[config.mk]
export PLATFORM = sky130hd
export DESIGN_NAME = high_velocity_mode_switch
export DESIGN_NICKNAME = d
export VERILOG_FILES = /design/src/pkg/hv_switch_pkg.sv /design/src/verilog/period_compare.sv /design/src/verilog/fullstep_gate.sv /design/src/verilog/high_velocity_mode_switch.sv
export VERILOG_INCLUDE_DIRS = /design/src /design/src/pkg
export SDC_FILE = /design/constraint.sdc
export NUM_CORES = 1
export LEC_CHECK = 0
export BUFFER_PORTS_ARGS = -buffer_cell sky130_fd_sc_hd__buf_2
export CORE_MARGIN = 8
export CORE_UTILIZATION = 45
export DETAILED_ROUTE_END_ITERATION = 10
export PLACE_DENSITY = 0.73
export SLEW_MARGIN = 5
export SYNTH_ARGS = -nofsm -noshare
export SYNTH_HDL_FRONTEND = slang
export SYNTH_SLANG_ARGS = --single-unit
[constraint.sdc]
create_clock -name clock -period 6.3 [get_ports clock]
set_clock_uncertainty 0.05 [all_clocks]
set_input_delay 1.26 -clock clock [delete_from_list [all_inputs] [get_ports clock]]
set_output_delay 1.26 -clock clock [all_outputs]
set_load 0.005 [all_outputs]
[src/pkg/hv_switch_defines.svh]
// register offsets, field positions, reset values for the high velocity switch
`ifndef HV_SWITCH_DEFINES_SVH
`define HV_SWITCH_DEFINES_SVH
`define HV_OFS_THRESH 8'h00
`define HV_OFS_CTRL 8'h04
`define HV_OFS_STATUS 8'h08
`define HV_OFS_PERIOD 8'h0c
`define HV_THRESH_RST 20'h00000
`define HV_CTRL_RST 4'h0
`define HV_CTRL_NARROW 0
`define HV_CTRL_FULLSTEP 1
`define HV_CTRL_CONSTOFF 2
`define HV_CTRL_PWMEN 3
`define HV_ST_ACTIVE 0
`define HV_ST_FULLSTEP 1
`define HV_ANGLE_45 10'h080
`define HV_RESP_OKAY 2'h0
`define HV_RESP_SLVERR 2'h2
`endif

[src/pkg/hv_switch_pkg.sv]
// types shared by the high velocity switch design files
package hv_switch_pkg;
	typedef struct packed
	{
		logic [1:0] chopMode;
		logic [3:0] fastDecayTime;
		logic [4:0] offTime;
		logic [3:0] syncDivider;
	} chop_cfg_s;
	typedef enum logic [1:0]
	{
		AXI_IDLE = 2'b00,
		AXI_RESP = 2'b01
	} bus_state_e;
	typedef enum logic [1:0]
	{
		MODE_MICRO = 2'b00,
		MODE_FULL = 2'b01
	} step_mode_e;
endpackage

[src/verilog/period_compare.sv]
// hysteresis comparator for step period versus threshold
module period_compare #(
	parameter int WIDTH = 20
) (
	input wire logic clock,
	input wire logic reset,
	input wire logic [WIDTH-1:0] period,
	input wire logic [WIDTH-1:0] threshold,
	input wire logic narrow,
	output logic inHigh
);
	logic inHigh_ff; // latched high velocity state
	logic nxt_inHigh;
	logic [WIDTH+4:0] scaled; // period scaled by 15/16 or 31/32
	logic [WIDTH+4:0] upper; // scaled minus one
	wire logic enter; // period at or under threshold
	wire logic leave; // upper value above threshold
	assign scaled = narrow ? (({5'h00, period} << 5) - {5'h00, period}) >> 5
		: (({5'h00, period} << 4) - {5'h00, period}) >> 4;
	assign upper = (scaled == '0) ? '0 : scaled - {{(WIDTH+4){1'b0}}, 1'b1};
	assign enter = period <= threshold;
	assign leave = upper > {5'h00, threshold};
	assign nxt_inHigh = enter ? 1'b1 : (leave ? 1'b0 : inHigh_ff);
	// hysteresis state update
	always_ff @(posedge clock)
	begin
		if (reset)
			inHigh_ff <= 1'b0;
		else
			inHigh_ff <= nxt_inHigh;
	end
	assign inHigh = inHigh_ff;
endmodule

[src/verilog/fullstep_gate.sv]
// defers entry to and exit from fullstep until the 45 degree position
module fullstep_gate #(
	parameter int AW = 10
) (
	input wire logic clock,
	input wire logic reset,
	input wire logic want,
	input wire logic [AW-1:0] angle,
	input wire logic [AW-1:0] angle45,
	output logic fullOn
);
	hv_switch_pkg::step_mode_e mode_ff; // present step mode
	hv_switch_pkg::step_mode_e nxt_mode;
	wire logic atPoint; // at the 45 degree point
	assign atPoint = angle == angle45;
	assign nxt_mode = !atPoint ? mode_ff
		: (want ? hv_switch_pkg::MODE_FULL : hv_switch_pkg::MODE_MICRO);
	// mode only changes at the 45 degree point
	always_ff @(posedge clock)
	begin
		if (reset)
			mode_ff <= hv_switch_pkg::MODE_MICRO;
		else
			mode_ff <= nxt_mode;
	end
	assign fullOn = mode_ff == hv_switch_pkg::MODE_FULL;
endmodule

[src/verilog/high_velocity_mode_switch.sv]
// high velocity mode switch with axi4-lite register access
// Summary of operation
// - threshold register resets zero, sets speed limit
// - high velocity disables load adaptive current scaling
// - high velocity disables voltage pwm mode
// - constant off option forces chm one, decay zero
// - high velocity forces synchronisation divider zero
// - fullstep option drives fullstep, alternate stall detect
// - hysteresis 15/16 or 31/32 minus one
// - fullstep switching only at 45 degree point
// - fullstep current from 45 degree table entry
// - constant off option doubles off time
// - both options may be active together
// - pwm enable flag clear means no pwm mode
//
// Our own choices: register access over AXI4-Lite and the register offsets.
`include "hv_switch_defines.svh"
module high_velocity_mode_switch #(
	parameter int PW = 20,
	parameter int AW = 10,
	parameter int CW = 8
) (
	input wire logic clock,
	input wire logic reset,
	// axi4-lite slave
	input wire logic [7:0] awaddr,
	input wire logic awvalid,
	output logic awready,
	input wire logic [31:0] wdata,
	input wire logic [3:0] wstrb,
	input wire logic wvalid,
	output logic wready,
	output logic [1:0] bresp,
	output logic bvalid,
	input wire logic bready,
	input wire logic [7:0] araddr,
	input wire logic arvalid,
	output logic arready,
	output logic [31:0] rdata,
	output logic [1:0] rresp,
	output logic rvalid,
	input wire logic rready,
	// motion side
	input wire logic [PW-1:0] stepPeriod,
	input wire logic [AW-1:0] microAngle,
	input wire logic [CW-1:0] tableCurA,
	input wire logic [CW-1:0] tableCurB,
	input wire logic [CW-1:0] table45Cur,
	input wire logic [CW-1:0] scaledCurrent,
	input wire logic [CW-1:0] normalCurrent,
	input wire logic pwmWanted,
	input wire logic loadStall,
	input wire logic speedStall,
	input wire hv_switch_pkg::chop_cfg_s chopIn,
	// driven to chopper and power stage
	output hv_switch_pkg::chop_cfg_s chopOut,
	output logic [CW-1:0] coilCurA,
	output logic [CW-1:0] coilCurB,
	output logic currentOut,
	output logic pwmModeOn,
	output logic fullstepOn,
	output logic stallFlag,
	output logic [CW-1:0] currentScale
);
	logic [PW-1:0] thresh_ff; // high_speed_threshold
	logic [3:0] ctrl_ff; // option bits
	logic [PW-1:0] nxt_thresh;
	logic [3:0] nxt_ctrl;
	hv_switch_pkg::bus_state_e wst_ff; // write response state
	hv_switch_pkg::bus_state_e rst_ff; // read response state
	logic awHeld_ff; // write address taken
	logic wHeld_ff; // write data taken
	logic [7:0] awAddr_ff;
	logic [31:0] wData_ff;
	logic [3:0] wStrb_ff;
	logic [1:0] bresp_ff;
	logic [31:0] rdata_ff;
	logic [1:0] rresp_ff;
	hv_switch_pkg::chop_cfg_s chop_ff; // registered chopper setting
	hv_switch_pkg::chop_cfg_s nxt_chop;
	logic [CW-1:0] curA_ff;
	logic [CW-1:0] curB_ff;
	logic [CW-1:0] scale_ff;
	logic pwm_ff;
	logic stall_ff;
	wire logic hvActive; // high velocity operation
	wire logic fullOn; // fullstep engaged at 45 degree point
	wire logic constOff; // constant off option active
	wire logic doWrite; // both write halves present
	wire logic [7:0] rdAddr;
	wire logic [31:0] rdValue;
	wire logic rdOk;
	wire logic wrOk;
	wire logic [4:0] doubledOff;

	// step period comparison with hysteresis
	period_compare #(.WIDTH(PW)) cmp (
		.clock(clock),
		.reset(reset),
		.period(stepPeriod),
		.threshold(thresh_ff),
		.narrow(ctrl_ff[`HV_CTRL_NARROW]),
		.inHigh(hvActive)
	);

	// fullstep engage at 45 degree point
	fullstep_gate #(.AW(AW)) gate (
		.clock(clock),
		.reset(reset),
		.want(hvActive & ctrl_ff[`HV_CTRL_FULLSTEP]),
		.angle(microAngle),
		.angle45(AW'(`HV_ANGLE_45)),
		.fullOn(fullOn)
	);

	// write channel handshakes
	assign awready = !awHeld_ff && wst_ff == hv_switch_pkg::AXI_IDLE;
	assign wready = !wHeld_ff && wst_ff == hv_switch_pkg::AXI_IDLE;
	assign doWrite = awHeld_ff && wHeld_ff && wst_ff == hv_switch_pkg::AXI_IDLE;
	assign bvalid = wst_ff == hv_switch_pkg::AXI_RESP;
	assign bresp = bresp_ff;
	assign wrOk = awAddr_ff == `HV_OFS_THRESH || awAddr_ff == `HV_OFS_CTRL;

	// write merge with byte strobes
	always_comb
	begin
		nxt_thresh = thresh_ff;
		nxt_ctrl = ctrl_ff;
		if (doWrite && awAddr_ff == `HV_OFS_THRESH)
		begin
			if (wStrb_ff[0])
				nxt_thresh[7:0] = wData_ff[7:0];
			if (wStrb_ff[1])
				nxt_thresh[15:8] = wData_ff[15:8];
			if (wStrb_ff[2])
				nxt_thresh[PW-1:16] = wData_ff[PW-1:16];
		end
		if (doWrite && awAddr_ff == `HV_OFS_CTRL && wStrb_ff[0])
			nxt_ctrl = wData_ff[3:0];
	end

	// write path registers
	always_ff @(posedge clock)
	begin
		if (reset)
		begin
			awHeld_ff <= 1'b0;
			wHeld_ff <= 1'b0;
			awAddr_ff <= 8'h00;
			wData_ff <= 32'h00000000;
			wStrb_ff <= 4'h0;
			wst_ff <= hv_switch_pkg::AXI_IDLE;
			bresp_ff <= `HV_RESP_OKAY;
			thresh_ff <= `HV_THRESH_RST;
			ctrl_ff <= `HV_CTRL_RST;
		end
		else
		begin
			thresh_ff <= nxt_thresh;
			ctrl_ff <= nxt_ctrl;
			if (awvalid && awready)
			begin
				awHeld_ff <= 1'b1;
				awAddr_ff <= awaddr;
			end
			if (wvalid && wready)
			begin
				wHeld_ff <= 1'b1;
				wData_ff <= wdata;
				wStrb_ff <= wstrb;
			end
			if (doWrite)
			begin
				wst_ff <= hv_switch_pkg::AXI_RESP;
				bresp_ff <= wrOk ? `HV_RESP_OKAY : `HV_RESP_SLVERR;
				awHeld_ff <= 1'b0;
				wHeld_ff <= 1'b0;
			end
			else if (bvalid && bready)
				wst_ff <= hv_switch_pkg::AXI_IDLE;
		end
	end

	// read decode
	assign rdAddr = araddr;
	assign rdOk = rdAddr == `HV_OFS_CTRL || rdAddr == `HV_OFS_STATUS
		|| rdAddr == `HV_OFS_PERIOD || rdAddr == `HV_OFS_THRESH;
	// threshold is write only and reads as zero
	assign rdValue = rdAddr == `HV_OFS_CTRL ? {28'h0000000, ctrl_ff}
		: rdAddr == `HV_OFS_STATUS ? {30'h00000000, fullOn, hvActive}
		: rdAddr == `HV_OFS_PERIOD ? {{(32-PW){1'b0}}, stepPeriod}
		: 32'h00000000;
	assign arready = rst_ff == hv_switch_pkg::AXI_IDLE;
	assign rvalid = rst_ff == hv_switch_pkg::AXI_RESP;
	assign rdata = rdata_ff;
	assign rresp = rresp_ff;

	// read path registers
	always_ff @(posedge clock)
	begin
		if (reset)
		begin
			rst_ff <= hv_switch_pkg::AXI_IDLE;
			rdata_ff <= 32'h00000000;
			rresp_ff <= `HV_RESP_OKAY;
		end
		else if (arvalid && arready)
		begin
			rst_ff <= hv_switch_pkg::AXI_RESP;
			rdata_ff <= rdValue;
			rresp_ff <= rdOk ? `HV_RESP_OKAY : `HV_RESP_SLVERR;
		end
		else if (rvalid && rready)
			rst_ff <= hv_switch_pkg::AXI_IDLE;
	end

	// chopper override
	assign constOff = hvActive && ctrl_ff[`HV_CTRL_CONSTOFF];
	// doubled off time saturates at field maximum
	assign doubledOff = chopIn.offTime[4] ? 5'h1f : {chopIn.offTime[3:0], 1'b0};
	always_comb
	begin
		nxt_chop = chopIn;
		if (hvActive)
			nxt_chop.syncDivider = 4'h0;
		if (constOff)
		begin
			nxt_chop.chopMode = 2'h1;
			nxt_chop.fastDecayTime = 4'h0;
			nxt_chop.offTime = doubledOff;
		end
	end

	// registered outputs to power stage
	always_ff @(posedge clock)
	begin
		if (reset)
		begin
			chop_ff <= '0;
			curA_ff <= '0;
			curB_ff <= '0;
			scale_ff <= '0;
			pwm_ff <= 1'b0;
			stall_ff <= 1'b0;
		end
		else
		begin
			chop_ff <= nxt_chop;
			curA_ff <= fullOn ? table45Cur : tableCurA;
			curB_ff <= fullOn ? table45Cur : tableCurB;
			scale_ff <= hvActive ? normalCurrent : scaledCurrent;
			pwm_ff <= ctrl_ff[`HV_CTRL_PWMEN] && pwmWanted && !hvActive;
			stall_ff <= fullOn ? speedStall : loadStall;
		end
	end
	assign chopOut = chop_ff;
	assign coilCurA = curA_ff;
	assign coilCurB = curB_ff;
	assign currentScale = scale_ff;
	assign currentOut = hvActive;
	assign pwmModeOn = pwm_ff;
	assign fullstepOn = fullOn;
	assign stallFlag = stall_ff;

	// pwm mode never on in high velocity or when disabled
	AST_PWM_OFF: assert property (@(posedge clock) disable iff (reset)
		hvActive |=> !pwmModeOn)
		else $error("pwm mode on during high velocity");
	AST_PWM_FLAG: assert property (@(posedge clock) disable iff (reset)
		!ctrl_ff[`HV_CTRL_PWMEN] |=> !pwmModeOn)
		else $error("pwm mode on with flag clear");
	AST_SYNC_ZERO: assert property (@(posedge clock) disable iff (reset)
		hvActive |=> chopOut.syncDivider == 4'h0)
		else $error("sync divider not zero");
	AST_CONSTOFF: assert property (@(posedge clock) disable iff (reset)
		constOff |=> chopOut.chopMode == 2'h1 && chopOut.fastDecayTime == 4'h0)
		else $error("chopper not forced to constant off");
	AST_TOFF_DOUBLE: assert property (@(posedge clock) disable iff (reset)
		(constOff && !chopIn.offTime[4]) |=> chopOut.offTime == {$past(chopIn.offTime[3:0]), 1'b0})
		else $error("off time not doubled");
	AST_SCALE: assert property (@(posedge clock) disable iff (reset)
		hvActive |=> currentScale == $past(normalCurrent))
		else $error("current scaling active at high velocity");
	AST_ENTER: assert property (@(posedge clock) disable iff (reset)
		stepPeriod <= thresh_ff |=> hvActive)
		else $error("high velocity not entered");
	AST_FULL_45: assert property (@(posedge clock) disable iff (reset)
		$changed(fullOn) |-> $past(microAngle) == AW'(`HV_ANGLE_45))
		else $error("fullstep changed off the 45 degree point");
	AST_CUR45: assert property (@(posedge clock) disable iff (reset)
		fullOn |=> coilCurA == $past(table45Cur))
		else $error("fullstep current not from 45 degree entry");
	AST_STALL: assert property (@(posedge clock) disable iff (reset)
		fullOn |=> stallFlag == $past(speedStall))
		else $error("stall source not switched");
	AST_THRESH_RST: assert property (@(posedge clock)
		reset |=> thresh_ff == `HV_THRESH_RST)
		else $error("threshold not reset to zero");
	AST_BOTH: assert property (@(posedge clock) disable iff (reset)
		(fullOn && constOff && ctrl_ff[`HV_CTRL_FULLSTEP]) |=> chopOut.chopMode == 2'h1 && fullstepOn)
		else $error("options not combined");
endmodule

==> flow_metrics.py, run 1 <==
metrics = {
    "timing": {
        "rsz0062_at_grt": "no",
        "period_needed_ns": 5.918,
        "hold_viol_final": 0,
        "holdWs_ns": 0.4022,
        "period_share_pct": 93.93,
        "fin_tns_setup_ns": 0,
        "slew-limit-headroom_pct": 14.17,
        "tightestPinTransition_ns": 1.283,
        "finalSetupViolCount": 0,
        "max_freq_ghz": 0.1690,
        "final_max_slew_viol_count": 0,
    },
    "synth": {
        "yosysSeqAreaShare_pct": 30.55,
        "synth_area_mm2": 0.008127,
        "avgSynthCellArea_um2": 7.769,
        "synth.largest_area_cell": "dfxtp_1",
        "synthFlopType": "dfxtp_1",
        "synth.area.top_cells": "dfxtp_1 31%, ha_1 11%, a21oi_1 6.5%",
        "synth-seq-cells": 124,
        "yosysWarnings": 0,
        "syn_inst": 1046,
        "synth_edf_count": 0,
        "synth_top_area_share_pct": 30.55,
        "synth-async-reset-ratio_pct": 0,
        "synth_cell_type_count": 72,
    },
    "worst_setup_path": {
        "critPathCaptureType": "register",
        "cp.arrival_ns": 6.20,
        "reg2reg_depth": 21,
        "path_class": "primary input to register",
        "crit_path_max_incr_delay_ns": 0.43,
        "cp.required_ns": 6.58,
        "cp_num_buf_inv": 3,
        "timing.rr.start": "ctrl_ff[0]",
        "startpoint_type": "primary input",
        "crit_family": "compound AO/OA/AOI/OAI gates",
        "crit_slowest_cell": "or3_4",
        "crit_top_cell": "o21ai_0",
        "r2r_slack_ns": 1.37,
        "crit_fanout": 11,
        "r2r-end": "cmp.inHigh",
    },
    "cells_and_area": {
        "multi_input_area_mm2": 0.005209,
        "seqCellArea_mm2": 0.002482,
        "nNetsFinal": 1473,
        "diodes": 0,
        "synthToLayoutAreaGrowth_pct": 23.33,
        "drive_above_1_share_pct": 23.36,
        "n_fill_cell": 1658,
    },
    "drt": {
        "ant_nets": 0,
        "route.met2.wl_um": 11570,
        "drt-initial-drc-count": 616,
        "routedWlPerCell_um": 16.30,
        "top_layer_used": "met4",
        "viasPerCell": 5.453,
        "vias": 8158,
        "met1_length_um": 10250,
        "wl_met3_um": 1914,
        "postRouteWirelength_um": 24390,
        "drtPass1Iterations": 5,
        "drcViolationCount": 0,
    },
    "cts": {
        "cts_hold_buffers": 0,
        "post-cts-setup-buffers": 0,
        "clk_pin_slew_ns": 0.05,
        "cts.path.max_buffers": 2,
        "clkLatencyLatePin_ns": 0.41,
        "numCtsBuffers": 17,
        "cts_max_level": 4,
        "postCtsResizedCells": 0,
        "cts-root-buf": "clkbuf_16",
        "cts_tree": "yes",
        "cts.sinks": 124,
    },
    "grt": {
        "gr-usage-all-layers_pct": 21.58,
        "antenna_found_initial": 0,
        "grt_pass1_wl_um": 39430,
        "grt-ovfl-total": 0,
        "grt_pass1_vias": 8185,
        "grt_max_degree": 67,
    },
    "status": {
        "status": "finished clean",
    },
    "placed_design": {
        "place.gp.congestion": 0.8825,
        "hpwl_um": 19230,
        "numPortBuffers": 203,
    },
    "die": {
        "core_mm2": 0.01784,
        "chipHeight_um": 150.4,
        "floorplan.die_area_mm2": 0.02262,
        "die_w_um": 150.4,
        "boundaryPins": 231,
        "num_rows": 49,
        "start_util_pct": 45.55,
    },
    "worst_hold_path": {
        "hold_class": "register to register",
        "min_from": "wData_ff[15]",
        "hold-path-cell-count": 2,
        "worstHoldEndpoint": "wData_ff[15]",
    },
    "job": {
        "max_cap_viol_count": 0,
    },
    "power": {
        "leakagePower_nw": 4.606,
        "peakVddDrop_v": 0.0002015,
        "pwr_density_cell_mw_per_mm2": 232.9,
        "finalPower_mw": 2.334,
    },
}
-- report_power, final --
part | leakage (nW) | internal (mW) | switching (mW) | total (mW)
sequential | 1.02 | 0.817 | 0.0172 | 0.834
combinational | 3.32 | 0.246 | 0.330 | 0.576
clock | 0.269 | 0.566 | 0.359 | 0.925
total | 4.61 | 1.63 | 0.706 | 2.33
-- cells by family (layout without fill, tap and decap cells) --
family	Yosys count	after routing	synth area share, %
other cells	1	14	0.04615
simple gates	414	414	24.57
compound gates	252	252	19.60
buf+inv	113	321	5.958
mux	40	40	4.958
fa+ha+maj	72	72	11.09
xor+xnor	30	30	3.233
flops	124	124	30.55
-- worst max-delay path by stage --
stage | from | end | slack (ns) | depth (start not counted)
finish | stepPeriod[10] | cmp.inHigh | 0.38 | 25
floorplan | stepPeriod[8] | cmp.inHigh | 0.50 | 24
CTS | stepPeriod[10] | cmp.inHigh | 0.39 | 25
global route | stepPeriod[10] | cmp.inHigh | 0.01 | 25
detailed placement | stepPeriod[10] | cmp.inHigh | 0.13 | 25
global placement | stepPeriod[10] | cmp.inHigh | 0.20 | 25
-- placed cells by master (no fill, tap or decap), drive strengths merged, types with 7 or more instances in the layout --
master and instances:
nor2 126, xnor2 22, a21o 13, clkbuf 20
and3 9, a211oi 7, conb 14, o21ai 42
nor4 9, nor2b 10, a21oi 106, nand3 30
dfxtp 124, mux2i 38, buf 235, nor3 16
and2 13, nand4 18, nand2b 21, xor2 8
o21a 11, nand2 137, inv 57, a22oi 22
ha 72
-- routing by layer --
metal	vias to the layer above	track usage (%)
li1	4078	-
met4	0	7.796
met1	3751	25.19
met5	-	0
met3	50	7.063
met2	279	36.26
-- Yosys cell counts, drive strengths merged, types with 7 or more instances --
master and number:
nor2b 10, nor2 126, nor3 16, xnor2 22, a21o 13, nand2 137, and3 9, nand2b 21
dfxtp 124, a22oi 22, o21a 11, a211oi 7, buf 19, nor4 9, nand3 30, mux2i 38
a21oi 106, inv 54, clkbuf 40, and2 13, nand4 18, xor2 8, ha 72, o21ai 42
-- flip-flops by register name (all words and copies together) (netlist names), 3 cells and up --
| register | flops |
|---|---|
| chopOut | 15 |
| coilCurA | 8 |
| wStrb_ff | 3 |
| coilCurB | 8 |
| thresh_ff | 20 |
| rdata | 20 |
| ctrl_ff | 4 |
| wData_ff | 20 |
| awAddr_ff | 8 |
| currentScale | 8 |
-- cell type report --
type                    instances  area share [%]
multi-input cells             822           51.97
flip-flops and latches        124           24.77
repair buffers                235           12.68
clock buffers                  20           4.557
well taps                     229           2.859
inverters                      54           2.022
clock inverters                12           1.136
-- metrics by stage --
stage / area, um2 / utilization, % / std cells / setup slack (ns)
final: 10020 / 56.18 / 1496 / 0.3821
after global routing: 10020 / 56.18 / 1496 / 0.01297
after CTS: 10020 / 56.18 / 1496 / 0.3923
after detailed placement: 9452 / 52.98 / 1464 / 0.1308
after global placement: 9452 / 52.98 / 1464 / 0.1955
after floorplan: 8175 / - / 1059 / 0.5025
-- worst min-delay path, cell delays in order, from the launching register on --
cell and delay (ns):
dfxtp_1 0.30, nand2_1 0.05, a21oi_1 0.05
Note: power is estimated with default switching activity, not from simulation.
==> run 2, diff against run 1 <==
Settings changed: PLACE_DENSITY 0.73 to 0.75.
Clock period 6.3 ns to 5.02 ns, I/O delays scaled along.
==> run 2 against run 1 <==
Effect of this change:
- the run now ends with negative setup slack left
- core utilization up 10 points
- critical path depth down 3
- sequential cell count unchanged
- non-clock buffer count up 173
==> flow_metrics.py, run 2 (synthesis gave the netlist of run 1 again) <==
metrics = {
    "status": {
        "status": "complete, but fails checks",
        "violations": "negative setup slack",
    },
    "cells_and_area": {
        "multi_input_area_mm2": 0.005670,
        "instances_no_fill": 1668,
        "final_cell_mix": "204 x buf_4, 194 x buf_2, 136 x nand2_1",
        "diodes": 0,
        "drive_above_1_share_pct": 36.76,
        "synthToLayoutAreaGrowth_pct": 46.31,
        "n_fill_cell": 1422,
        "final_util_pct": 66.65,
        "nNetsFinal": 1646,
        "final_common_cell": "buf_4",
        "seqCellArea_mm2": 0.002482,
    },
    "grt": {
        "grt_max_degree": 70,
        "grt_use_met3_pct": 6.492,
        "grt_pass1_wl_um": 42960,
        "busiest_layer": "met2",
        "use_met1_pct": 25.19,
        "gr-usage-all-layers_pct": 23.39,
        "met2_usage_pct": 42.13,
        "grt_pass1_vias": 9164,
        "antenna_found_initial": 0,
        "grt-ovfl-total": 0,
    },
    "cts": {
        "cts_tree": "yes",
        "cts.path.max_buffers": 2,
        "cts-root-buf": "clkbuf_16",
        "cts_hold_buffers": 0,
        "numCtsBuffers": 17,
        "cts_max_level": 4,
        "clkLatencyLatePin_ns": 0.40,
        "cts.sinks": 124,
        "clk_pin_slew_ns": 0.06,
    },
    "worst_setup_path": {
        "crit_path_max_incr_delay_ns": 0.55,
        "startpoint_type": "primary input",
        "cp_cell_sequence": "buf_4 > buf_4 > nor4_4 > buf_4 > a21oi_1 > o21ai_1 > xnor2_1 > a22oi_1 > or3_4 > nor4_4 > nand4_2 > nor3_4 > buf_12 > buf_4 > nor2_2 > ha_1 > or4_1 > nor2_1 > a21oi_1 > a211oi_2 > o2111ai_1 > o21ai_1",
        "crit_fanout": 7,
        "r2r_slack_ns": 0.28,
        "reg2reg_depth": 18,
        "crit_top_cell": "buf_4",
        "cp.arrival_ns": 5.61,
        "path_class": "primary input to register",
        "cp.required_ns": 5.30,
        "critPathCaptureType": "register",
        "crit_slowest_cell": "or4_1",
    },
    "power": {
        "finalPower_mw": 3.318,
        "p_sw_share_pct": 29.58,
        "internal_power_mw": 2.337,
        "clock_power_share_pct": 37.6,
        "peakVddDrop_v": 0.0002724,
        "leakagePower_nw": 5.517,
        "seqPwrFrac_pct": 31.4,
        "p_sw_mw": 0.9816,
        "pwr-share-comb_pct": 31.0,
        "pwr_density_cell_mw_per_mm2": 279.1,
    },
    "drt": {
        "vias": 9108,
        "drt-initial-drc-count": 507,
        "routedWlPerCell_um": 16.92,
        "ant_nets": 0,
        "drtPass1Iterations": 5,
        "postRouteWirelength_um": 28220,
        "drcViolationCount": 0,
        "viasPerCell": 5.460,
    },
    "timing": {
        "tightestPinTransition_ns": 0.8864,
        "slew-limit-headroom_pct": 40.74,
        "fin_tns_setup_ns": -0.3047,
        "rsz0062_at_grt": "yes",
        "finalSetupViolCount": 1,
        "period_share_pct": 106.1,
        "hold_viol_final": 0,
        "holdWs_ns": 0.4068,
        "period_needed_ns": 5.325,
        "final_max_slew_viol_count": 0,
        "max_freq_ghz": 0.1878,
        "fin_ws_ns": -0.3047,
    },
    "placed_design": {
        "place.gp.congestion": 0.8899,
        "dp.cells": 1620,
        "numPortBuffers": 203,
        "hpwl_um": 20800,
    },
    "worst_hold_path": {
        "hold_class": "register to register",
        "hold-path-cell-count": 2,
    },
    "die": {
        "boundaryPins": 231,
        "core_mm2": 0.01784,
        "floorplan.die_area_mm2": 0.02262,
        "chipHeight_um": 150.4,
        "start_util_pct": 45.55,
        "num_rows": 49,
        "die_w_um": 150.4,
    },
    "job": {
        "max_cap_viol_count": 0,
    },
}
==> run 2: worst max-delay path, delay by kind of cell <==
family                   cells  cell delay [ns]
buffers and inverters        5             0.81
XOR/XNOR                     1             0.17
AO/OA/AOI/OAI                7             1.16
AND/OR/NAND/NOR              8             2.26
adder cells (fa/ha/maj)      1             0.19
==> run 2: final timing paths <==
check                start            to
max          stepPeriod[1]    cmp.inHigh
min           wData_ff[18]  wData_ff[18]
max reg2reg     ctrl_ff[0]    cmp.inHigh
min reg2reg   wData_ff[18]  wData_ff[18]
==> run 2: power by group through the flow <==
stage                     clock network [mW]  registers (mW)  logic, mW
after global routing                    1.30            1.05       1.12
after detailed placement                   0            1.06      0.888
final                                   1.25            1.04       1.03
after floorplan                            0            1.06      0.490
after CTS                               1.26            1.04      0.917
after global placement                     0            1.06      0.869
==> run 2: stage by stage <==
stage	worst slack [ns]	cell area, um2
6_report	-0.3047	11890
3_5_place_dp	-0.6111	10710
3_3_place_gp	-0.5404	10710
2_1_floorplan	-0.2605	8265
5_1_grt	-0.4448	11890
4_1_cts	0.003863	11450
==> run 2: area by class of cell <==
cell class,count,area share [%]
clock buffers,21,3.872
clock inverters,10,1.179
inverters,54,1.831
multi-input cells,822,47.69
flip-flops and latches,124,20.88
well taps,229,2.410
repair buffers,408,22.14
==> run 2: per-layer routing <==
| layer | part of all wire, % | vias up |
|---|---|---|
| met5 | 0 | - |
| met4 | 3.3 | 0 |
| met3 | 7.7 | 75 |
| met2 | 50 | 382 |
| met1 | 39 | 4232 |
| li1 | - | 4419 |
==> run 2: what timing repair did <==
| item | CTS | global route |
|---|---|---|
| endpoints found under the setup margin | 1 | 1 |
| hold endpoints to repair | 0 | 0 |
| gates resized for setup | 29 | 75 |
| setup buffers | 3 | 14 |
| pin swaps | 9 | 39 |
